File: config.mk
export PLATFORM = sky130hd
export DESIGN_NAME = flash_read_front
export DESIGN_NICKNAME = d
export VERILOG_FILES = /design/src/flash_rd_pkg.sv /design/src/pin_sync.sv /design/src/flash_read_front.sv
export SDC_FILE = /design/constraint.sdc
export NUM_CORES = 1
export LEC_CHECK = 0
export CORE_ASPECT_RATIO = 1.5
export CORE_MARGIN = 2
export CORE_UTILIZATION = 55
export DETAILED_ROUTE_END_ITERATION = 16
export DONT_BUFFER_PORTS = 1
export PLACE_DENSITY = 0.7
export SLEW_MARGIN = 20
export SYNTH_ARGS = -nofsm -noshare
export SYNTH_HDL_FRONTEND = slang
export SYNTH_SLANG_ARGS = --single-unit
File: constraint.sdc
create_clock -name CLK_I -period 11.6 [get_ports CLK_I]
set_clock_uncertainty 0.2 [all_clocks]
set_input_delay 0.58 -clock CLK_I [delete_from_list [all_inputs] [get_ports CLK_I]]
set_output_delay 0.58 -clock CLK_I [all_outputs]
set_load 0.02 [all_outputs]
File: src/flash_rd_pkg.sv
// Constants and types for the serial flash read front end: opcodes,
// address widths, dummy-cycle tables, lane masks, pin bundle and states.
// Assumes one system clock that oversamples the host's serial clock.
package flash_rd_pkg;

  localparam logic [7:0] READ_CMD = 8'h03;
  localparam logic [7:0] FAST_READ_CMD = 8'h0B;
  localparam logic [7:0] DUAL_OUTPUT_READ_CMD = 8'h3B;
  localparam logic [7:0] DUAL_IO_READ_CMD = 8'hBB;
  localparam logic [7:0] QUAD_OUTPUT_READ_CMD = 8'h6B;
  localparam logic [7:0] ENTER_WIDE_ADDR_CMD = 8'hB7;
  localparam logic [7:0] EXIT_WIDE_ADDR_CMD = 8'hE9;
  localparam logic [7:0] PARAM_TABLE_READ_CMD = 8'h5A;
  localparam logic [7:0] SIGNATURE_READ_CMD = 8'hAB;
  localparam logic [7:0] MAKER_DEVICE_CODE_READ_CMD = 8'h90;

  localparam logic [5:0] NARROW_ADDR_BITS = 6'h18;
  localparam logic [5:0] WIDE_ADDR_BITS = 6'h20;
  localparam logic [5:0] OPCODE_LAST_BIT = 6'h07;
  localparam logic WIDE_FLAG_RST = 1'b0;

  localparam logic [3:0] NO_DUMMY = 4'h0;
  localparam logic [3:0] DUMMY_STD [0:3] = '{4'h8, 4'h6, 4'h8, 4'hA};
  localparam logic [3:0] DUMMY_DIO [0:3] = '{4'h4, 4'h6, 4'h8, 4'hA};

  localparam logic [2:0] LANES_1 = 3'h1;
  localparam logic [2:0] LANES_2 = 3'h2;
  localparam logic [2:0] LANES_4 = 3'h4;
  localparam logic [3:0] OE_NONE = 4'h0;
  localparam logic [3:0] OE_SINGLE = 4'h2;
  localparam logic [3:0] OE_DUAL = 4'h3;
  localparam logic [3:0] OE_QUAD = 4'hF;

  typedef struct packed {
    logic cs_n;
    logic sclk;
    logic [3:0] io;
  } pins_t;

  // Chip select idles high, everything else low.
  localparam logic [5:0] PINS_IDLE = 6'h20;

  typedef struct packed {
    logic addressed;
    logic rejectable;
    logic needs_quad;
    logic dual_io;
    logic [2:0] lanes;
    logic [3:0] dummy;
  } rd_mode_t;

  typedef enum logic [4:0] {
    ST_OPC = 5'b00001,
    ST_ADDR = 5'b00010,
    ST_DUMMY = 5'b00100,
    ST_DATA = 5'b01000,
    ST_SKIP = 5'b10000
  } st_t;

  function automatic logic [3:0] dummy_cycles(input logic dual_io,
                                              input logic [1:0] sel);
    return dual_io ? DUMMY_DIO[sel] : DUMMY_STD[sel];
  endfunction : dummy_cycles

endpackage : flash_rd_pkg

File: src/pin_sync.sv
// Two-flop synchroniser for a bundle of asynchronous pins.
// Assumes each bit is an independent level; no bus coherence is kept.
`timescale 1ns/1ps
module pin_sync #(
  parameter int W = 6,
  parameter logic [W-1:0] RST_VAL = '0
) (
  input wire logic clk_i,
  input wire logic rst_i,
  input wire logic [W-1:0] d_i,
  output logic [W-1:0] q_o
);
  logic [W-1:0] meta_r;
  logic [W-1:0] q_r;

  for (genvar i = 0; i < W; i++) begin : g_bit
    always_ff @(posedge clk_i or posedge rst_i) begin
      if (rst_i) begin
        meta_r[i] <= RST_VAL[i];
        q_r[i] <= RST_VAL[i];
      end else begin
        meta_r[i] <= d_i[i];
        q_r[i] <= meta_r[i];
      end
    end
  end

  assign q_o = q_r;
endmodule : pin_sync

File: src/flash_read_front.sv
// Serial flash command front end: wide-address mode and five read commands.
// Assumes CLK_I is at least eight times the serial clock, and a memory
// array on CLK_I that returns MEM_DATA_I one cycle after MEM_RD_O.
//
// Overview of operation
// - After reset, addressed commands take three address bytes.
// - Enter-wide opcode sets the wide-address flag; addresses become 32 bits.
// - Exit-wide opcode clears the wide-address flag; back to 24 bits.
// - Only exit opcode, reset or power-off leave wide-address mode.
// - Wide mode changes only the address length of commands.
// - Parameter, signature and maker-code reads keep their fixed format.
// - Reads default to 3-byte address; high area needs wide or extended bit.
// - Plain read samples on rising edges, drives on falling, no dummy.
// - Plain read streams data on line 1 until chip select rises.
// - Address starts anywhere, increments per byte, wraps to zero.
// - Fast read waits the selected dummy count, then single-line data.
// - Fast, dual and quad reads are refused while a write runs.
// - Dual-output read: single-line address, dummy, two bits per edge.
// - Dual-I/O read: two-bit address, dummy, two data bits per edge.
// - Quad-output read: single-line address, dummy, four bits per edge.
// - Dummy count comes from the two dummy-select configuration bits.
// - Select codes give 8,6,8,10 cycles; dual-I/O gets 4,6,8,10.
`timescale 1ns/1ps
module flash_read_front #(
  parameter int ADDR_W = 26
) (
  input wire logic CLK_I,
  input wire logic RST_I,
  input wire logic CS_N_I,
  input wire logic SCLK_I,
  input wire logic [3:0] IO_I,
  output logic [3:0] IO_O,
  output logic [3:0] IO_OE_O,
  input wire logic WRITE_IN_PROGRESS_FLAG_I,
  input wire logic QUAD_ENABLE_BIT_I,
  input wire logic EXTENDED_ADDR_REG_BIT_I,
  input wire logic DUMMY_SELECT_LO_I,
  input wire logic DUMMY_SELECT_HI_I,
  output logic WIDE_ADDR_FLAG_O,
  output logic CMD_REJECT_O,
  output logic MEM_RD_O,
  output logic [ADDR_W-1:0] MEM_ADDR_O,
  input wire logic [7:0] MEM_DATA_I
);

  flash_rd_pkg::pins_t pin;
  logic [5:0] pin_v;
  logic sclk_d_r;
  logic rise;
  logic fall;
  logic sel;

  flash_rd_pkg::st_t st_r;
  logic [5:0] cnt_r;
  logic [7:0] op_sh_r;
  logic [7:0] op_nxt;
  logic op_done;
  flash_rd_pkg::rd_mode_t dec;
  flash_rd_pkg::rd_mode_t mode_r;
  logic wide_r;
  logic reject_r;
  logic [31:0] addr_sh_r;
  logic [31:0] addr_in;
  logic [31:0] addr_full;
  logic [5:0] lanes_in;
  logic [5:0] abits;
  logic addr_last;
  logic [ADDR_W-1:0] addr_r;
  logic rd_r;
  logic rd_d_r;
  logic [7:0] fetch_r;
  logic [7:0] dsh_r;
  logic [7:0] cur;
  logic [2:0] dcnt_r;
  logic ld_byte;
  logic [3:0] io_r;
  logic [3:0] oe_r;
  logic [3:0] oe_want;

  pin_sync #(
    .W(6),
    .RST_VAL(flash_rd_pkg::PINS_IDLE)
  ) u_sync (
    .clk_i(CLK_I),
    .rst_i(RST_I),
    .d_i({CS_N_I, SCLK_I, IO_I}),
    .q_o(pin_v)
  );

  assign pin = flash_rd_pkg::pins_t'(pin_v);

  always_ff @(posedge CLK_I or posedge RST_I) begin
    if (RST_I) begin
      sclk_d_r <= 1'b0;
    end else begin
      sclk_d_r <= pin.sclk;
    end
  end

  assign rise = pin.sclk & ~sclk_d_r;
  assign fall = ~pin.sclk & sclk_d_r;
  assign sel = ~pin.cs_n;

  // Fixed-format commands fall through as unaddressed so that the wide
  // flag never stretches their address; another block serves them.
  function automatic flash_rd_pkg::rd_mode_t decode(input logic [7:0] op,
                                                    input logic [1:0] dc);
    flash_rd_pkg::rd_mode_t m;
    m = '0;
    m.lanes = flash_rd_pkg::LANES_1;
    m.dummy = flash_rd_pkg::NO_DUMMY;
    case (op)
      flash_rd_pkg::READ_CMD: begin
        m.addressed = 1'b1;
      end
      flash_rd_pkg::FAST_READ_CMD: begin
        m.addressed = 1'b1;
        m.rejectable = 1'b1;
        m.dummy = flash_rd_pkg::dummy_cycles(1'b0, dc);
      end
      flash_rd_pkg::DUAL_OUTPUT_READ_CMD: begin
        m.addressed = 1'b1;
        m.rejectable = 1'b1;
        m.lanes = flash_rd_pkg::LANES_2;
        m.dummy = flash_rd_pkg::dummy_cycles(1'b0, dc);
      end
      flash_rd_pkg::DUAL_IO_READ_CMD: begin
        m.addressed = 1'b1;
        m.rejectable = 1'b1;
        m.dual_io = 1'b1;
        m.lanes = flash_rd_pkg::LANES_2;
        m.dummy = flash_rd_pkg::dummy_cycles(1'b1, dc);
      end
      flash_rd_pkg::QUAD_OUTPUT_READ_CMD: begin
        m.addressed = 1'b1;
        m.rejectable = 1'b1;
        m.needs_quad = 1'b1;
        m.lanes = flash_rd_pkg::LANES_4;
        m.dummy = flash_rd_pkg::dummy_cycles(1'b0, dc);
      end
      flash_rd_pkg::PARAM_TABLE_READ_CMD,
      flash_rd_pkg::SIGNATURE_READ_CMD,
      flash_rd_pkg::MAKER_DEVICE_CODE_READ_CMD: begin
        m.addressed = 1'b0;
      end
      default: begin
        m.addressed = 1'b0;
      end
    endcase
    return m;
  endfunction : decode

  assign op_nxt = {op_sh_r[6:0], pin.io[0]};
  assign op_done = sel && st_r == flash_rd_pkg::ST_OPC && rise &&
                   cnt_r == flash_rd_pkg::OPCODE_LAST_BIT;
  assign dec = decode(op_nxt, {DUMMY_SELECT_HI_I, DUMMY_SELECT_LO_I});

  assign lanes_in = mode_r.dual_io ? 6'h02 : 6'h01;
  assign abits = wide_r ? flash_rd_pkg::WIDE_ADDR_BITS
                        : flash_rd_pkg::NARROW_ADDR_BITS;
  assign addr_last = st_r == flash_rd_pkg::ST_ADDR && rise &&
                     cnt_r + lanes_in == abits;
  assign addr_in = mode_r.dual_io ? {addr_sh_r[29:0], pin.io[1:0]}
                                  : {addr_sh_r[30:0], pin.io[0]};
  // The extended-address bit only lifts 3-byte addresses.
  assign addr_full = wide_r ? addr_in
                   : {7'h00, EXTENDED_ADDR_REG_BIT_I, addr_in[23:0]};

  always_ff @(posedge CLK_I or posedge RST_I) begin
    if (RST_I) begin
      st_r <= flash_rd_pkg::ST_OPC;
      cnt_r <= 6'h00;
    end else if (!sel) begin
      st_r <= flash_rd_pkg::ST_OPC;
      cnt_r <= 6'h00;
    end else begin
      case (st_r)
        flash_rd_pkg::ST_OPC: begin
          if (op_done) begin
            cnt_r <= 6'h00;
            if (!dec.addressed || (dec.needs_quad && !QUAD_ENABLE_BIT_I)) begin
              st_r <= flash_rd_pkg::ST_SKIP;
            end else if (dec.rejectable && WRITE_IN_PROGRESS_FLAG_I) begin
              st_r <= flash_rd_pkg::ST_SKIP;
            end else begin
              st_r <= flash_rd_pkg::ST_ADDR;
            end
          end else if (rise) begin
            cnt_r <= cnt_r + 6'h01;
          end
        end
        flash_rd_pkg::ST_ADDR: begin
          if (addr_last) begin
            cnt_r <= 6'h00;
            st_r <= (mode_r.dummy == flash_rd_pkg::NO_DUMMY) ?
                    flash_rd_pkg::ST_DATA : flash_rd_pkg::ST_DUMMY;
          end else if (rise) begin
            cnt_r <= cnt_r + lanes_in;
          end
        end
        flash_rd_pkg::ST_DUMMY: begin
          if (rise) begin
            if (cnt_r + 6'h01 == {2'h0, mode_r.dummy}) begin
              cnt_r <= 6'h00;
              st_r <= flash_rd_pkg::ST_DATA;
            end else begin
              cnt_r <= cnt_r + 6'h01;
            end
          end
        end
        flash_rd_pkg::ST_DATA, flash_rd_pkg::ST_SKIP: begin
          cnt_r <= cnt_r;
        end
        default: begin
          st_r <= flash_rd_pkg::ST_SKIP;
        end
      endcase
    end
  end

  always_ff @(posedge CLK_I or posedge RST_I) begin
    if (RST_I) begin
      op_sh_r <= 8'h00;
      addr_sh_r <= 32'h0000_0000;
      mode_r <= '0;
    end else begin
      if (sel && st_r == flash_rd_pkg::ST_OPC && rise) begin
        op_sh_r <= op_nxt;
      end
      if (op_done) begin
        mode_r <= dec;
        addr_sh_r <= 32'h0000_0000;
      end else if (sel && st_r == flash_rd_pkg::ST_ADDR && rise) begin
        addr_sh_r <= addr_in;
      end
    end
  end

  // Nothing but the two dedicated opcodes touches the flag.
  always_ff @(posedge CLK_I or posedge RST_I) begin
    if (RST_I) begin
      wide_r <= flash_rd_pkg::WIDE_FLAG_RST;
    end else if (op_done && op_nxt == flash_rd_pkg::ENTER_WIDE_ADDR_CMD) begin
      wide_r <= 1'b1;
    end else if (op_done && op_nxt == flash_rd_pkg::EXIT_WIDE_ADDR_CMD) begin
      wide_r <= 1'b0;
    end
  end

  always_ff @(posedge CLK_I or posedge RST_I) begin
    if (RST_I) begin
      reject_r <= 1'b0;
    end else begin
      reject_r <= op_done && dec.addressed && dec.rejectable &&
                  WRITE_IN_PROGRESS_FLAG_I;
    end
  end

  // The next byte is fetched as soon as the current one is loaded, which
  // leaves a whole byte time for the array to answer.
  assign ld_byte = sel && st_r == flash_rd_pkg::ST_DATA && fall &&
                   dcnt_r == 3'h0;

  always_ff @(posedge CLK_I or posedge RST_I) begin
    if (RST_I) begin
      addr_r <= '0;
      rd_r <= 1'b0;
      rd_d_r <= 1'b0;
      fetch_r <= 8'h00;
    end else begin
      rd_r <= 1'b0;
      rd_d_r <= rd_r;
      if (rd_d_r) begin
        fetch_r <= MEM_DATA_I;
      end
      if (sel && addr_last) begin
        addr_r <= addr_full[ADDR_W-1:0];
        rd_r <= 1'b1;
      end else if (ld_byte) begin
        addr_r <= addr_r + ADDR_W'(1);
        rd_r <= 1'b1;
      end
    end
  end

  assign cur = (dcnt_r == 3'h0) ? fetch_r : dsh_r;

  always_comb begin
    case (mode_r.lanes)
      flash_rd_pkg::LANES_2: oe_want = flash_rd_pkg::OE_DUAL;
      flash_rd_pkg::LANES_4: oe_want = flash_rd_pkg::OE_QUAD;
      default: oe_want = flash_rd_pkg::OE_SINGLE;
    endcase
  end

  always_ff @(posedge CLK_I or posedge RST_I) begin
    if (RST_I) begin
      io_r <= 4'h0;
      oe_r <= flash_rd_pkg::OE_NONE;
      dsh_r <= 8'h00;
      dcnt_r <= 3'h0;
    end else if (!sel || st_r != flash_rd_pkg::ST_DATA) begin
      io_r <= 4'h0;
      oe_r <= flash_rd_pkg::OE_NONE;
      dcnt_r <= 3'h0;
    end else if (fall) begin
      oe_r <= oe_want;
      case (mode_r.lanes)
        flash_rd_pkg::LANES_2: begin
          io_r <= {2'h0, cur[7:6]};
          dsh_r <= {cur[5:0], 2'h0};
          dcnt_r <= dcnt_r + 3'h2;
        end
        flash_rd_pkg::LANES_4: begin
          io_r <= cur[7:4];
          dsh_r <= {cur[3:0], 4'h0};
          dcnt_r <= dcnt_r + 3'h4;
        end
        default: begin
          io_r <= {2'h0, cur[7], 1'b0};
          dsh_r <= {cur[6:0], 1'b0};
          dcnt_r <= dcnt_r + 3'h1;
        end
      endcase
    end
  end

  assign IO_O = io_r;
  assign IO_OE_O = oe_r;
  assign WIDE_ADDR_FLAG_O = wide_r;
  assign CMD_REJECT_O = reject_r;
  assign MEM_RD_O = rd_r;
  assign MEM_ADDR_O = addr_r;

  a_reset_narrow: assert property (@(posedge CLK_I)
    $fell(RST_I) |-> !WIDE_ADDR_FLAG_O)
    else $error("wide flag set after reset");

  a_enter_wide: assert property (@(posedge CLK_I) disable iff (RST_I)
    (op_done && op_nxt == flash_rd_pkg::ENTER_WIDE_ADDR_CMD)
      |=> WIDE_ADDR_FLAG_O && abits == flash_rd_pkg::WIDE_ADDR_BITS)
    else $error("enter opcode did not widen address");

  a_exit_wide: assert property (@(posedge CLK_I) disable iff (RST_I)
    (op_done && op_nxt == flash_rd_pkg::EXIT_WIDE_ADDR_CMD)
      |=> !WIDE_ADDR_FLAG_O && abits == flash_rd_pkg::NARROW_ADDR_BITS)
    else $error("exit opcode did not narrow address");

  a_wide_hold: assert property (@(posedge CLK_I) disable iff (RST_I)
    !(op_done && (op_nxt == flash_rd_pkg::ENTER_WIDE_ADDR_CMD ||
                  op_nxt == flash_rd_pkg::EXIT_WIDE_ADDR_CMD))
      |=> $stable(WIDE_ADDR_FLAG_O))
    else $error("wide flag changed without its opcodes");

  a_plain_nodummy: assert property (@(posedge CLK_I) disable iff (RST_I)
    (addr_last && sel && mode_r.dummy == flash_rd_pkg::NO_DUMMY)
      |=> st_r == flash_rd_pkg::ST_DATA)
    else $error("plain read did not go straight to data");

  a_cs_release: assert property (@(posedge CLK_I) disable iff (RST_I)
    !sel |=> IO_OE_O == flash_rd_pkg::OE_NONE)
    else $error("lines driven with chip select high");

  a_addr_step: assert property (@(posedge CLK_I) disable iff (RST_I)
    ld_byte |=> MEM_RD_O ##0 MEM_ADDR_O == $past(addr_r) + ADDR_W'(1))
    else $error("address did not step by one per byte");

  a_dummy_count: assert property (@(posedge CLK_I) disable iff (RST_I)
    (st_r == flash_rd_pkg::ST_DATA && $past(st_r) == flash_rd_pkg::ST_DUMMY)
      |-> $past(cnt_r) + 6'h01 == {2'h0, mode_r.dummy})
    else $error("dummy phase length wrong");

  a_busy_reject: assert property (@(posedge CLK_I) disable iff (RST_I)
    (op_done && dec.rejectable && WRITE_IN_PROGRESS_FLAG_I)
      |=> CMD_REJECT_O && st_r == flash_rd_pkg::ST_SKIP ##1 !CMD_REJECT_O)
    else $error("read not refused during write");

  a_data_lanes: assert property (@(posedge CLK_I) disable iff (RST_I)
    (sel && st_r == flash_rd_pkg::ST_DATA && fall) |=> IO_OE_O == oe_want)
    else $error("wrong lanes driven in data phase");

endmodule : flash_read_front

## After elaboration in Yosys (flattened, before gate mapping)

Cells that the tools add are included.

- Bits in registers: 117
- Word-level logic and storage cells: 154

- Reduce and logical (&&, ||, !) cells: 37
- Add/subtract/negate cells: 6
- Muxes and demuxes: 52
- Bitwise gates (word level): 7
- Equal/unequal tests: 25
- Order comparisons: 1

Operator list:

| kind | count |
|---|---|
| 26-bit 2-to-1 mux | 4 |
| 25-bit 2-to-1 mux | 2 |
| 6-bit 2-to-1 mux | 8 |
| 4-bit 2-to-1 mux | 9 |
| 5-bit 2-to-1 mux | 7 |
| 26-bit by 1-bit adder with 26-bit output (second input constant) | 1 |
| 8-bit equality test (second input constant) | 3 |
| 4-bit case mux with 2 select lines | 3 |
| 5-bit case mux with 4 select lines | 1 |
| 1-bit logical AND | 18 |
| 6-bit case mux with 3 select lines | 1 |
| 4-bit binary-select mux with 2-bit select | 2 |
| 8-bit case mux with 2 select lines | 1 |
| 3-bit by 2-bit inequality test with 1-bit output (second input constant) | 4 |
| 3-bit case mux with 2 select lines | 2 |
| 8-bit by 2-bit equality test with 1-bit output (second input constant) | 1 |
| 8-bit by 4-bit equality test with 1-bit output (second input constant) | 1 |
| 8-bit by 6-bit equality test with 1-bit output (second input constant) | 1 |
| 8-bit by 7-bit equality test with 1-bit output (second input constant) | 1 |
| 1-bit 2-to-1 mux | 8 |
| 8-bit 2-to-1 mux | 1 |
| 4-bit by 3-bit inequality test with 1-bit output (second input constant) | 2 |
| 2-bit nonzero test | 4 |
| 6-bit by 1-bit adder with 6-bit output (second input constant) | 1 |
| other kinds (34) | 42 |

## Logic depth before layout (Yosys ltp)

Gate-level depths: netlist of the first run.

- Depth in word-level cells: 9
- Gate-level depth with buffers: 16
- Depth with buffers taken out: 12

## Modules after synthesis

Synthesis of the first run repeated with hierarchy kept, for this count alone.

- Cells, all modules: 642
- Area, all modules: 6,449.9 µm²

Modules (own cells, without submodules):

| module | instances | seq. area each (µm²) | cells an instance | area an instance (µm²) |
|---|---|---|---|---|
| flash_read_front | 1 | 2,653.8 | 629 | 6,143.4 |
| pin_sync | 1 | 302.8 | 13 | 306.5 |

## Worst setup path before layout of the first run

Ideal clock, no wire load.

- Path type: reg2reg
- Start: register mode_r[7] (netlist name)
- End: register addr_r[17], in the netlist MEM_ADDR_O[17]
- Stages on the path, launching flop included: 14
- Arrival: 3.665 ns
- Path slack: 7.609 ns
- Library setup time: 0.126 ns
- Cells stage by stage: dfrtp_1 -> clkbuf_1 -> clkbuf_1 -> inv_1 -> fa_1 -> nand3b_1 -> xnor2_1 -> o311ai_2 -> a311oi_4 -> o31a_1 -> buf_4 -> buf_6 -> buf_2 -> a221o_1

- Word-level cells in the longest chain between the ends: 6
- Elaborated cells on any way between the ends: 9

Ends and longest elaborated chain:

| element | RTL line | text |
|---|---|---|
| start, declared | flash_read_front.sv:59 | `flash_rd_pkg::rd_mode_t mode_r;` |
| start signal, assigned | flash_read_front.sv:225 | `mode_r <= '0;` |
| start signal, assigned | flash_read_front.sv:231 | `mode_r <= dec;` |
| 2-bit 2-to-1 mux | flash_read_front.sv:158 | `assign lanes_in = mode_r.dual_io ? 6'h02 : 6'h01;` |
| 6-bit by 2-bit adder with 6-bit output | flash_read_front.sv:162 | `cnt_r + lanes_in == abits;` |
| 6-bit equality test | flash_read_front.sv:162 |  |
| 1-bit logical AND | flash_read_front.sv:161 | `assign addr_last = st_r == flash_rd_pkg::ST_ADDR && rise &&` |
| 1-bit logical AND | flash_read_front.sv:276 | `if (sel && addr_last) begin` |
| 26-bit 2-to-1 mux / 2-bit nonzero test (equally long branches) | - |  |
| end signal, assigned | flash_read_front.sv:277 | `addr_r <= addr_full[ADDR_W-1:0];` |
| end signal, assigned | flash_read_front.sv:280 | `addr_r <= addr_r + ADDR_W'(1);` |
| end, declared | flash_read_front.sv:68 | `logic [ADDR_W-1:0] addr_r;` |

Several ways; a longest one is shown, not always the timed one.
A chain may end at the register's enable or synchronous reset.

## Worst setup path after layout of the first run

- Start: register mode_r[7] (netlist name)
- End: register addr_r[24], in the netlist MEM_ADDR_O[24]

Same word-level chain as after synthesis.

==> summary.txt, run 1 <==
Placed design
  • Routability-driven placement congestion ratio: 0.895
  • Total of buffers placed on input and output ports: 0
  • Detailed placer's ending HPWL: 9.93 mm
  • Placed Instance Area: 6250 µm²

Logic synthesis
  • Largest area contributor in the synthesized netlist: sky130_fd_sc_hd__dfrtp_1
  • Area fraction of the dominant cell type after synthesis: 45.0%
  • Synth cell types: 71
  • Cell types occupying the most area after synthesis: sky130_fd_sc_hd__dfrtp_1, sky130_fd_sc_hd__mux2i_1, sky130_fd_sc_hd__mux2_2
  • Register area share after synthesis: 46.3%
  • Net Count, Synth: 649
  • Async set-or-reset flop fraction in the synthesized netlist: 100%
  • Netlist Area Pre-Place: 6170 µm²
  • Number of warnings issued by yosys: 0
  • Average instance area after synthesis: 9.93 µm²
  • Number of synthesized flops with an enable pin: 0
  • Yosys reg bits: 114
  • Ys flop type: sky130_fd_sc_hd__dfrtp_1
  • Gate count after technology mapping: 621

Routing
  • DR vias: 4780
  • DRT Pass-1 Iters: 8
  • Antenna Nets Post-Route: 0
  • Highest routed layer: met4
  • Starting DRC count in detailed routing: 220
  • Post-detailed-route wirelength per cell: 18.6 µm
  • Post-detailed-route DRC marker count: 0
  • Detailed route wirelength on metal2: 7.76 mm
  • Met1 layer wirelength in the final routing: 5.75 mm
  • Met3 Routed Length: 606 µm
  • Final WL: 14.4 mm
  • Number of vias per cell after detailed routing: 6.17

Outcome
  • Result of the run: complete, no violations

Critical path
  • Critical path endpoint category: flip-flop
  • CP startpoint kind: flip-flop
  • R2r worst-path depth: 12
  • Critical path start-end classification: reg -> reg
  • Maximum fanout encountered on the critical timing path: 27
  • Arrival @ worst endpoint: 4260 ps
  • Worst endpoint required time: 11730 ps

STA
  • Fin. max-slew vios: 0
  • Max-Slew Margin vs Limit: 31.8%
  • Max Clk Rate: 0.242 GHz
  • Actual transition at the worst max-transition pin: 1020 ps
  • Final period util: 35.6%
  • Final number of setup-violating endpoints: 0
  • Min Clock Period, post-route: 4130 ps
  • Worst hold-check slack: 98.2 ps
  • Total count of hold-check failures in the final report: 0
  • Setup repair after global routing missed its margin: no
  • Total Neg Setup Slack: 0 ps

Pwr
  • Combinational cell fraction of total power: 10.0%
  • Largest vdd supply drop: 120 µV
  • Power per unit of standard cell area: 165 nW/µm²
  • Leakage power total: 2.91 nW
  • Internal power of the cells: 0.864 mW
  • Register share of total power: 40.3%
  • Sw frac: 24.6%
  • Clock share of power: 49.8%
  • Sw Pwr: 0.283 mW

Global routing
  • Total global routing overflow: 0
  • Pin count of the biggest net entering global routing: 59
  • Vias in the first global route: 4871
  • Overall track demand over capacity in global routing: 24.8%
  • Wire length of the first global-routing pass: 24.1 mm
  • Initial antenna violation count: 0

Cells and area
  • Area of combinational cells with multiple inputs: 3090 µm²
  • Share of cells above drive strength 1: 14.2%
  • Finished layout cell area: 6950 µm²
  • Layout overhead on the synthesized area: 12.6%
  • Diode insertion count for antenna repair: 0
  • Area occupied by registers: 2860 µm²
  • Net count, final: 643
  • Filler cell count: 904

Min path
  • Cell depth of the worst min-delay path: 1
  • Worst Hold Class: in -> reg

Clock network
  • CTS root buffer: sky130_fd_sc_hd__clkbuf_16
  • Clk_lat worst skew: 410 ps
  • Worst-case clock buffer depth: 2
  • Clock-pin slew on the worst setup and hold paths: 50 ps
  • Clk sink count: 114
  • CTS tree: yes
  • Number of clock buffers inserted by TritonCTS: 17
  • Postcts setup bufs: 0
  • H-tree levels: 4

Flow run
  • Maximum Capacitance Violations: 0

Floorplan
  • Die boundary height: 134 µm
  • Effective utilization at floorplan: 56.1%
  • Top Ports: 58
  • Row Count: 47
  • Core box area: 11000 µm²
  • Area enclosed by the die boundary: 12100 µm²
  • Die boundary width: 90.5 µm
## cell type report
cell class / instances / share of cell area, %
multi-input cells: 454 / 44.5
flip-flops and latches: 114 / 41.1
clock buffers: 24 / 7.22
well taps: 147 / 2.65
clock inverters: 8 / 2.12
repair buffers: 12 / 1.48
inverters: 16 / 0.900
## worst max-delay path, stage by stage, from the launching register on
cell and delay (ps):
sky130_fd_sc_hd__dfrtp_1 360, sky130_fd_sc_hd__buf_4 260, sky130_fd_sc_hd__inv_1 180, sky130_fd_sc_hd__ha_1 210, sky130_fd_sc_hd__inv_1 60, sky130_fd_sc_hd__fa_1 440
sky130_fd_sc_hd__nand3b_1 200, sky130_fd_sc_hd__xnor2_1 190, sky130_fd_sc_hd__o311ai_2 390, sky130_fd_sc_hd__a311oi_4 190, sky130_fd_sc_hd__o31ai_2 910, sky130_fd_sc_hd__o31ai_1 220
sky130_fd_sc_hd__a31oi_1 220
## cell usage after synthesis, types with 4 or more instances
cell type / count
sky130_fd_sc_hd__nand2_1: 42
sky130_fd_sc_hd__o31ai_1: 5
sky130_fd_sc_hd__a21o_1: 10
sky130_fd_sc_hd__o22a_1: 4
sky130_fd_sc_hd__dfrtp_1: 111
sky130_fd_sc_hd__o22ai_1: 5
sky130_fd_sc_hd__xnor2_1: 9
sky130_fd_sc_hd__clkbuf_1: 27
sky130_fd_sc_hd__nor3b_1: 4
sky130_fd_sc_hd__or2_2: 4
sky130_fd_sc_hd__buf_4: 4
sky130_fd_sc_hd__nand3b_1: 4
sky130_fd_sc_hd__a22o_1: 10
sky130_fd_sc_hd__nor4_1: 4
sky130_fd_sc_hd__nor2_1: 76
sky130_fd_sc_hd__nand2b_1: 5
sky130_fd_sc_hd__a21oi_1: 14
sky130_fd_sc_hd__nor3_1: 10
sky130_fd_sc_hd__nand4_1: 7
sky130_fd_sc_hd__or3_1: 10
sky130_fd_sc_hd__mux2i_1: 37
sky130_fd_sc_hd__mux2_2: 29
sky130_fd_sc_hd__buf_2: 4
sky130_fd_sc_hd__a31oi_1: 12
sky130_fd_sc_hd__xor2_1: 4
sky130_fd_sc_hd__nand3_1: 32
sky130_fd_sc_hd__a211oi_1: 25
sky130_fd_sc_hd__ha_1: 6
sky130_fd_sc_hd__and3_1: 5
sky130_fd_sc_hd__inv_1: 16
sky130_fd_sc_hd__o21ai_0: 23
sky130_fd_sc_hd__o32ai_1: 8
## cell usage in the layout, fill, tap and decap left out, types with 3 or more instances in the layout
cell,n
sky130_fd_sc_hd__dfstp_2,3
sky130_fd_sc_hd__clkbuf_8,5
sky130_fd_sc_hd__a21o_1,10
sky130_fd_sc_hd__bufinv_16,4
sky130_fd_sc_hd__nand3b_1,4
sky130_fd_sc_hd__or2_2,4
sky130_fd_sc_hd__nand4_1,7
sky130_fd_sc_hd__a22o_1,10
sky130_fd_sc_hd__o22a_1,4
sky130_fd_sc_hd__nand2b_1,5
sky130_fd_sc_hd__o31a_1,3
sky130_fd_sc_hd__nor4_1,4
sky130_fd_sc_hd__mux2_2,29
sky130_fd_sc_hd__dfrtp_1,111
sky130_fd_sc_hd__nor2_1,75
sky130_fd_sc_hd__o32ai_1,8
sky130_fd_sc_hd__xor2_1,4
sky130_fd_sc_hd__a211oi_1,25
sky130_fd_sc_hd__and3_1,5
sky130_fd_sc_hd__a21oi_1,14
sky130_fd_sc_hd__or4_1,3
sky130_fd_sc_hd__a31oi_1,12
sky130_fd_sc_hd__or3_1,10
sky130_fd_sc_hd__nor3b_1,4
sky130_fd_sc_hd__xnor2_1,9
sky130_fd_sc_hd__o21a_1,3
sky130_fd_sc_hd__nand2_1,42
sky130_fd_sc_hd__buf_4,7
sky130_fd_sc_hd__nor2b_1,3
sky130_fd_sc_hd__ha_1,6
sky130_fd_sc_hd__inv_1,15
sky130_fd_sc_hd__o22ai_1,5
sky130_fd_sc_hd__o21ai_0,23
sky130_fd_sc_hd__clkbuf_16,17
sky130_fd_sc_hd__dlygate4sd3_1,5
sky130_fd_sc_hd__nand3_1,32
sky130_fd_sc_hd__o31ai_1,4
sky130_fd_sc_hd__nor3_1,10
sky130_fd_sc_hd__mux2i_1,37
## state kept, by name (all words and copies together) (netlist names)
name	cells
MEM_ADDR_O	26
addr_sh_r	25
fetch_r	8
dsh_r	7
mode_r	7
op_sh_r	7
cnt_r	6
st_r	5
IO_O	4
u_sync.meta_r	4
u_sync.q_o	4
IO_OE_O	3
dcnt_r	3
CMD_REJECT_O	1
MEM_RD_O	1
WIDE_ADDR_FLAG_O	1
rd_d_r	1
sclk_d_r	1
## final timing paths
kind / start / end / slack [ps]
setup / recovery: mode_r[7] / MEM_ADDR_O[24] / 7470
hold / removal: WRITE_IN_PROGRESS_FLAG_I / CMD_REJECT_O / 100
setup reg to reg: mode_r[7] / MEM_ADDR_O[24] / 7470
hold reg to reg: u_sync.meta_r[4] / u_sync.q_o[4] / 150
max in group asynchronous: RST_I / st_r[2] / 9420
min in group asynchronous: RST_I / u_sync.meta_r[0] / 570
## power by group through the flow
stage          registers (mW)  clock network, mW  logic [mW]
2_1_floorplan           0.456                  0      0.0930
3_3_place_gp            0.465                  0       0.109
3_5_place_dp            0.468                  0       0.112
4_1_cts                 0.461              0.579       0.115
5_1_grt                 0.466              0.594       0.129
6_report                0.462              0.570       0.114
## metrics by stage
stage	power, mW	utilization, %	setup WS [ps]	cells
floorplan	0.549	-	7610	621
global placement	0.574	56.8	7640	738
detailed placement	0.580	56.8	7480	738
CTS	1.15	63.2	7450	775
global route	1.19	63.2	7160	775
finish	1.15	63.2	7470	775
## cell families (layout without fill, tap and decap cells)
logic type	after synthesis	in the layout	synth area share, %
AO/OA/AOI/OAI	143	143	17.0
XOR/XNOR	13	13	1.85
adder cells (fa/ha/maj)	7	7	1.54
buffers and inverters	53	60	3.67
flip-flops	114	114	46.3
multiplexers	67	67	11.5
AND/OR/NAND/NOR	224	224	18.2
## routing by layer
layer / global-route usage (%) / up-vias
li1: - / 2275
met1: 28.8 / 2357
met2: 44.2 / 124
met3: 5.32 / 24
met4: 10.3 / 0
met5: 0 / -
## repair_timing
action                                 in CTS  in global routing
hold buffers                                5                  0
endpoints found under the hold margin      60                  0
resized for setup                           0                  0
setup endpoints to repair                   0                  0
Power figures use the tool's default switching activity.
==> run 2, diff against run 1 <==
clock period = 4.2 ns   (was 11.6 ns; I/O delays follow)
==> run 2 against run 1 <==
Maximum frequency grew 6.9%. Via count grew 2.9%. Final area grew 1.5%. First-iteration DRC count grew 9.1%. Critical endpoint is now MEM_ADDR_O[13]. Largest cell class unchanged.
==> summary.txt, run 2 (same netlist as run 1, synthesis figures left out) <==
Global routing
  • Pin count of the biggest net entering global routing: 66
  • Initial antenna violation count: 0
  • Wire length of the first global-routing pass: 25.0 mm
  • Total global routing overflow: 0
  • Vias in the first global route: 5002
  • Overall track demand over capacity in global routing: 25.9%

Cells and area
  • Share of cells above drive strength 1: 14.8%
  • Most common cell after layout, fill and taps aside: sky130_fd_sc_hd__dfrtp_1
  • Net count, final: 659
  • Diode insertion count for antenna repair: 0
  • Layout overhead on the synthesized area: 14.4%
  • Area occupied by registers: 2860 µm²
  • Finished layout cell area: 7060 µm²
  • Flip-flop count of the largest register, all copies and words added: 26
  • Area of combinational cells with multiple inputs: 3090 µm²
  • Filler cell count: 913
  • Commonest non-fill, non-tap cells in the layout: sky130_fd_sc_hd__dfrtp_1, sky130_fd_sc_hd__nor2_1, sky130_fd_sc_hd__nand2_1

Critical path
  • Dominant delay contributor by cell family on the critical path: compound AO/OA/AOI/OAI gates
  • Critical path endpoint category: flip-flop
  • Arrival @ worst endpoint: 3970 ps
  • CP startpoint kind: flip-flop
  • Slowest cell on crit path: sky130_fd_sc_hd__dfrtp_1
  • Maximum fanout encountered on the critical timing path: 25
  • Cell chain of the critical path: ha_1 > inv_1 > fa_1 > nand3b_1 > xnor2_1 > o311ai_2 > a311oi_4 > o31a_1 > buf_4 > mux2_2 > a21o_1
  • Critical path start-end classification: reg -> reg
  • Worst endpoint required time: 4310 ps
  • CP Buf/Inv Count: 2
  • R2r worst-path depth: 11
  • Path length in cells of the critical path: 11
  • Largest stage delay, worst path: 490 ps
  • Worst reg-to-reg setup slack: 340 ps

Routing
  • Starting DRC count in detailed routing: 240
  • Number of vias per cell after detailed routing: 6.22
  • DRT Pass-1 Iters: 5
  • DR vias: 4921
  • Final WL: 14.9 mm
  • Post-detailed-route DRC marker count: 0
  • Post-detailed-route wirelength per cell: 18.8 µm
  • Antenna Nets Post-Route: 0

Placed design
  • Detailed placer's ending HPWL: 10.1 mm
  • Total of buffers placed on input and output ports: 0
  • Placed Instance Area: 6280 µm²
  • Routability-driven placement congestion ratio: 0.936

Pwr
  • Largest vdd supply drop: 321 µV
  • Overall power: 3.08 mW
  • Leakage power total: 2.96 nW
  • Power per unit of standard cell area: 436 nW/µm²

STA
  • Min Clock Period, post-route: 3860 ps
  • Max-Slew Margin vs Limit: 45.3%
  • Total Neg Setup Slack: 0 ps
  • Total count of hold-check failures in the final report: 0
  • Actual transition at the worst max-transition pin: 821 ps
  • Setup repair after global routing missed its margin: no
  • Final number of setup-violating endpoints: 0
  • Fin. max-slew vios: 0
  • Final period util: 91.9%
  • Max Clk Rate: 0.259 GHz

Floorplan
  • Die boundary height: 134 µm
  • Core box area: 11000 µm²
  • Row Count: 47
  • Die boundary width: 90.5 µm
  • Top Ports: 58
  • Area enclosed by the die boundary: 12100 µm²
  • Effective utilization at floorplan: 56.1%

Min path
  • Worst Hold Class: in -> reg
  • Cell depth of the worst min-delay path: 1

Clock network
  • Clock-pin slew on the worst setup and hold paths: 60 ps
  • Number of clock buffers inserted by TritonCTS: 17
  • Worst-case clock buffer depth: 2
  • CTS root buffer: sky130_fd_sc_hd__clkbuf_16
  • Clk sink count: 114
  • H-tree levels: 4
  • Clk_lat worst skew: 420 ps
  • Postcts setup bufs: 0
  • CTS tree: yes

Outcome
  • Result of the run: complete, no violations

Flow run
  • Maximum Capacitance Violations: 0
-- run 2: cell types whose count changed in the layout (fill, tap and decap cells not counted), sizes merged --
cell	previous run	this run
clkinvlp	0	2
buf	7	11
bufinv	4	3
clkinv	4	7
inv	16	19
clkbuf	24	17
dlygate4sd3	5	17
-- run 2: metrics by stage --
stage	hold slack [ps]	setup slack [ps]	utilization [%]	cells
final	142	338	64.2	791
after global placement	14.6	558	57.1	742
after detailed placement	14.6	451	57.1	742
after global routing	137	157	64.2	791
after CTS	132	379	64.2	791
after floorplan	14.5	209	-	621
-- run 2: area by class of cell --
type | count | share of cell area (%)
multi-input combinational | 454 | 43.8
sequential | 114 | 40.5
clock buffer | 17 | 6.03
timing repair buffer | 28 | 3.58
tap | 147 | 2.61
clock inverter | 15 | 2.57
inverter | 16 | 0.887
-- run 2: where the power goes --
group	total [mW]	switching, mW	internal [mW]
Combinational	0.327	0.184	0.143
Sequential	1.27	0.0955	1.18
Clock	1.48	0.541	0.936
Total	3.08	0.820	2.26
-- run 2: layer usage --
layer	routed length, µm	part of all wire, %	global-route usage (%)	up-vias
li1	-	-	-	2319
met1	5910	40	30.1	2421
met2	7800	52	44.6	141
met3	671	4.5	6.05	40
met4	511	3.4	13.2	0
met5	0	0	0	-
-- run 2: repair_timing --
action                     4_1_cts  5_1_grt
setup endpoints to repair        0        0
hold buffers                    17        0
hold endpoints to repair        77        0
gates resized for setup          0        0
-- run 2: path summary, 6_finish.rpt --
check,start,endpoint
worst min register to register,u_sync.meta_r[4],u_sync.q_o[4]
worst max-delay path,cnt_r[0],MEM_ADDR_O[13]
max in group asynchronous,RST_I,MEM_ADDR_O[25]
worst min-delay path,SCLK_I,u_sync.meta_r[4]
worst max register to register,cnt_r[0],MEM_ADDR_O[13]
min in group asynchronous,RST_I,addr_sh_r[0]
==> run 3, diff against run 2 <==
CTS_BUF_LIST = sky130_fd_sc_hd__clkbuf_8   (was not set)
==> run 3 against run 2 <==
Wire length shrank 2.5%. Sequential share of layout area grew 1.1 points. Power shrank 13%. Global-route usage shrank 0.64 points. Worst hold slack lost 15 ps. Critical path depth is the same. Utilization shrank 1.7 points. Register-to-register slack gained 20 ps. Largest cell class unchanged.
==> summary.txt, run 3 (same netlist as run 1, synthesis figures left out) <==
Outcome
  • Result of the run: complete, no violations

Clock network
  • H-tree levels: 4
  • CTS tree: yes
  • CTS root buffer: sky130_fd_sc_hd__clkbuf_8
  • Clk_lat worst skew: 440 ps
  • Worst-case clock buffer depth: 2
  • Clk sink count: 114
  • Number of clock buffers inserted by TritonCTS: 17
  • Postcts setup bufs: 0
  • Clock-pin slew on the worst setup and hold paths: 70 ps

STA
  • Max Clk Rate: 0.260 GHz
  • Final number of setup-violating endpoints: 0
  • Min Clock Period, post-route: 3840 ps
  • Worst hold-check slack: 127 ps
  • Max-Slew Margin vs Limit: 45.7%
  • Final period util: 91.5%
  • Total Neg Setup Slack: 0 ps
  • Fin. max-slew vios: 0
  • Actual transition at the worst max-transition pin: 814 ps
  • Setup repair after global routing missed its margin: no
  • Total count of hold-check failures in the final report: 0

Placed design
  • Routability-driven placement congestion ratio: 0.936
  • Placed cell count: 742
  • Total of buffers placed on input and output ports: 0
  • Detailed placer's ending HPWL: 10.1 mm

Cells and area
  • Net count, final: 659
  • Layout overhead on the synthesized area: 11.3%
  • Commonest non-fill, non-tap cells in the layout: sky130_fd_sc_hd__dfrtp_1, sky130_fd_sc_hd__nor2_1, sky130_fd_sc_hd__nand2_1
  • Most common cell after layout, fill and taps aside: sky130_fd_sc_hd__dfrtp_1
  • Diode insertion count for antenna repair: 0
  • Share of cells above drive strength 1: 14.8%
  • Non-filler instance count after layout: 791
  • Flip-flop count of the largest register, all copies and words added: 26

Critical path
  • Worst r2r dst: MEM_ADDR_O[13]
  • Arrival @ worst endpoint: 3970 ps
  • CP Buf/Inv Count: 2
  • CP startpoint kind: flip-flop
  • Dominant delay contributor by cell family on the critical path: compound AO/OA/AOI/OAI gates
  • Critical path start-end classification: reg -> reg
  • Critical path endpoint category: flip-flop
  • R2r worst-path depth: 11
  • Worst flop-to-flop path startpoint: cnt_r[0]
  • Cell chain of the critical path: ha_1 > inv_1 > fa_1 > nand3b_1 > xnor2_1 > o311ai_2 > a311oi_4 > o31a_1 > buf_4 > mux2_2 > a21o_1
  • Maximum fanout encountered on the critical timing path: 25
  • Largest stage delay, worst path: 500 ps
  • Worst reg-to-reg setup slack: 360 ps
  • Worst endpoint required time: 4330 ps
  • Slowest cell on crit path: sky130_fd_sc_hd__dfrtp_1

Floorplan
  • Top Ports: 58
  • Row Count: 47
  • Area enclosed by the die boundary: 12100 µm²
  • Die boundary height: 134 µm
  • Core box area: 11000 µm²
  • Die boundary width: 90.5 µm
  • Effective utilization at floorplan: 56.1%

Routing
  • Post-detailed-route wirelength per cell: 18.4 µm
  • Post-detailed-route DRC marker count: 0
  • DRT Pass-1 Iters: 6
  • Antenna Nets Post-Route: 0
  • Final WL: 14.5 mm
  • DR vias: 4862
  • Starting DRC count in detailed routing: 232
  • Number of vias per cell after detailed routing: 6.15

Pwr
  • Largest vdd supply drop: 217 µV
  • Power per unit of standard cell area: 390 nW/µm²
  • Sw Pwr: 0.764 mW
  • Clock share of power: 40.4%
  • Internal power of the cells: 1.91 mW
  • Leakage power total: 2.87 nW
  • Overall power: 2.68 mW
  • Register share of total power: 47.5%
  • Combinational cell fraction of total power: 12.1%
  • Sw frac: 28.6%

Min path
  • Min-Delay Endpoint: u_sync.meta_r[0]
  • Cell depth of the worst min-delay path: 1
  • Worst Min Path Start: IO_I[0]
  • Worst Hold Class: in -> reg

Global routing
  • Initial antenna violation count: 0
  • Vias in the first global route: 4900
  • Total global routing overflow: 0
  • Overall track demand over capacity in global routing: 25.3%
  • Pin count of the biggest net entering global routing: 66
  • Wire length of the first global-routing pass: 24.3 mm

Flow run
  • Maximum Capacitance Violations: 0
-- run 3: what timing repair did --
action | 4_1_cts | 5_1_grt
endpoints found under the hold margin | 77 | 0
hold buffers | 17 | 0
resized for setup | 0 | 0
-- run 3: routing by layer --
metal / routed length, µm / share of wire [%] / track usage, % / vias to the layer above
met4: 411 / 2.8 / 11.8 / 0
met3: 656 / 4.5 / 6.33 / 28
met1: 5800 / 40 / 29.6 / 2369
met2: 7660 / 53 / 43.4 / 140
li1: - / - / - / 2325
met5: 0 / 0 / 0 / -
-- run 3: power by group through the flow --
stage | clock (mW) | sequential (mW) | combinational [mW]
after floorplan | 0 | 1.26 | 0.257
final | 1.08 | 1.27 | 0.324
after CTS | 1.10 | 1.27 | 0.326
after global placement | 0 | 1.29 | 0.300
after global routing | 1.15 | 1.28 | 0.366
after detailed placement | 0 | 1.29 | 0.310
-- run 3: worst max path at each step --
stage,startpoint,end,cells after the start
floorplan,mode_r[7],MEM_ADDR_O[17],13
CTS,cnt_r[0],MEM_ADDR_O[4],11
global route,cnt_r[0],MEM_ADDR_O[4],11
finish,cnt_r[0],MEM_ADDR_O[13],11
global placement,cnt_r[0],MEM_ADDR_O[16],11
detailed placement,cnt_r[0],MEM_ADDR_O[4],11
-- run 3: through the flow --
stage	util [%]	area [µm²]	worst slack [ps]
floorplan	-	6170	209
global placement	57.1	6280	558
detailed placement	57.1	6280	451
CTS	62.4	6860	402
global route	62.4	6860	195
finish	62.4	6860	359
-- run 3: cell type report --
cell class / instances / area (µm²)
Fill cell: 950 / 4130
Multi-Input combinational cell: 454 / 3090
Sequential cell: 114 / 2860
Timing Repair Buffer: 28 / 253
Clock buffer: 17 / 234
Tap cell: 147 / 184
Clock inverter: 15 / 181
Inverter: 16 / 62.6
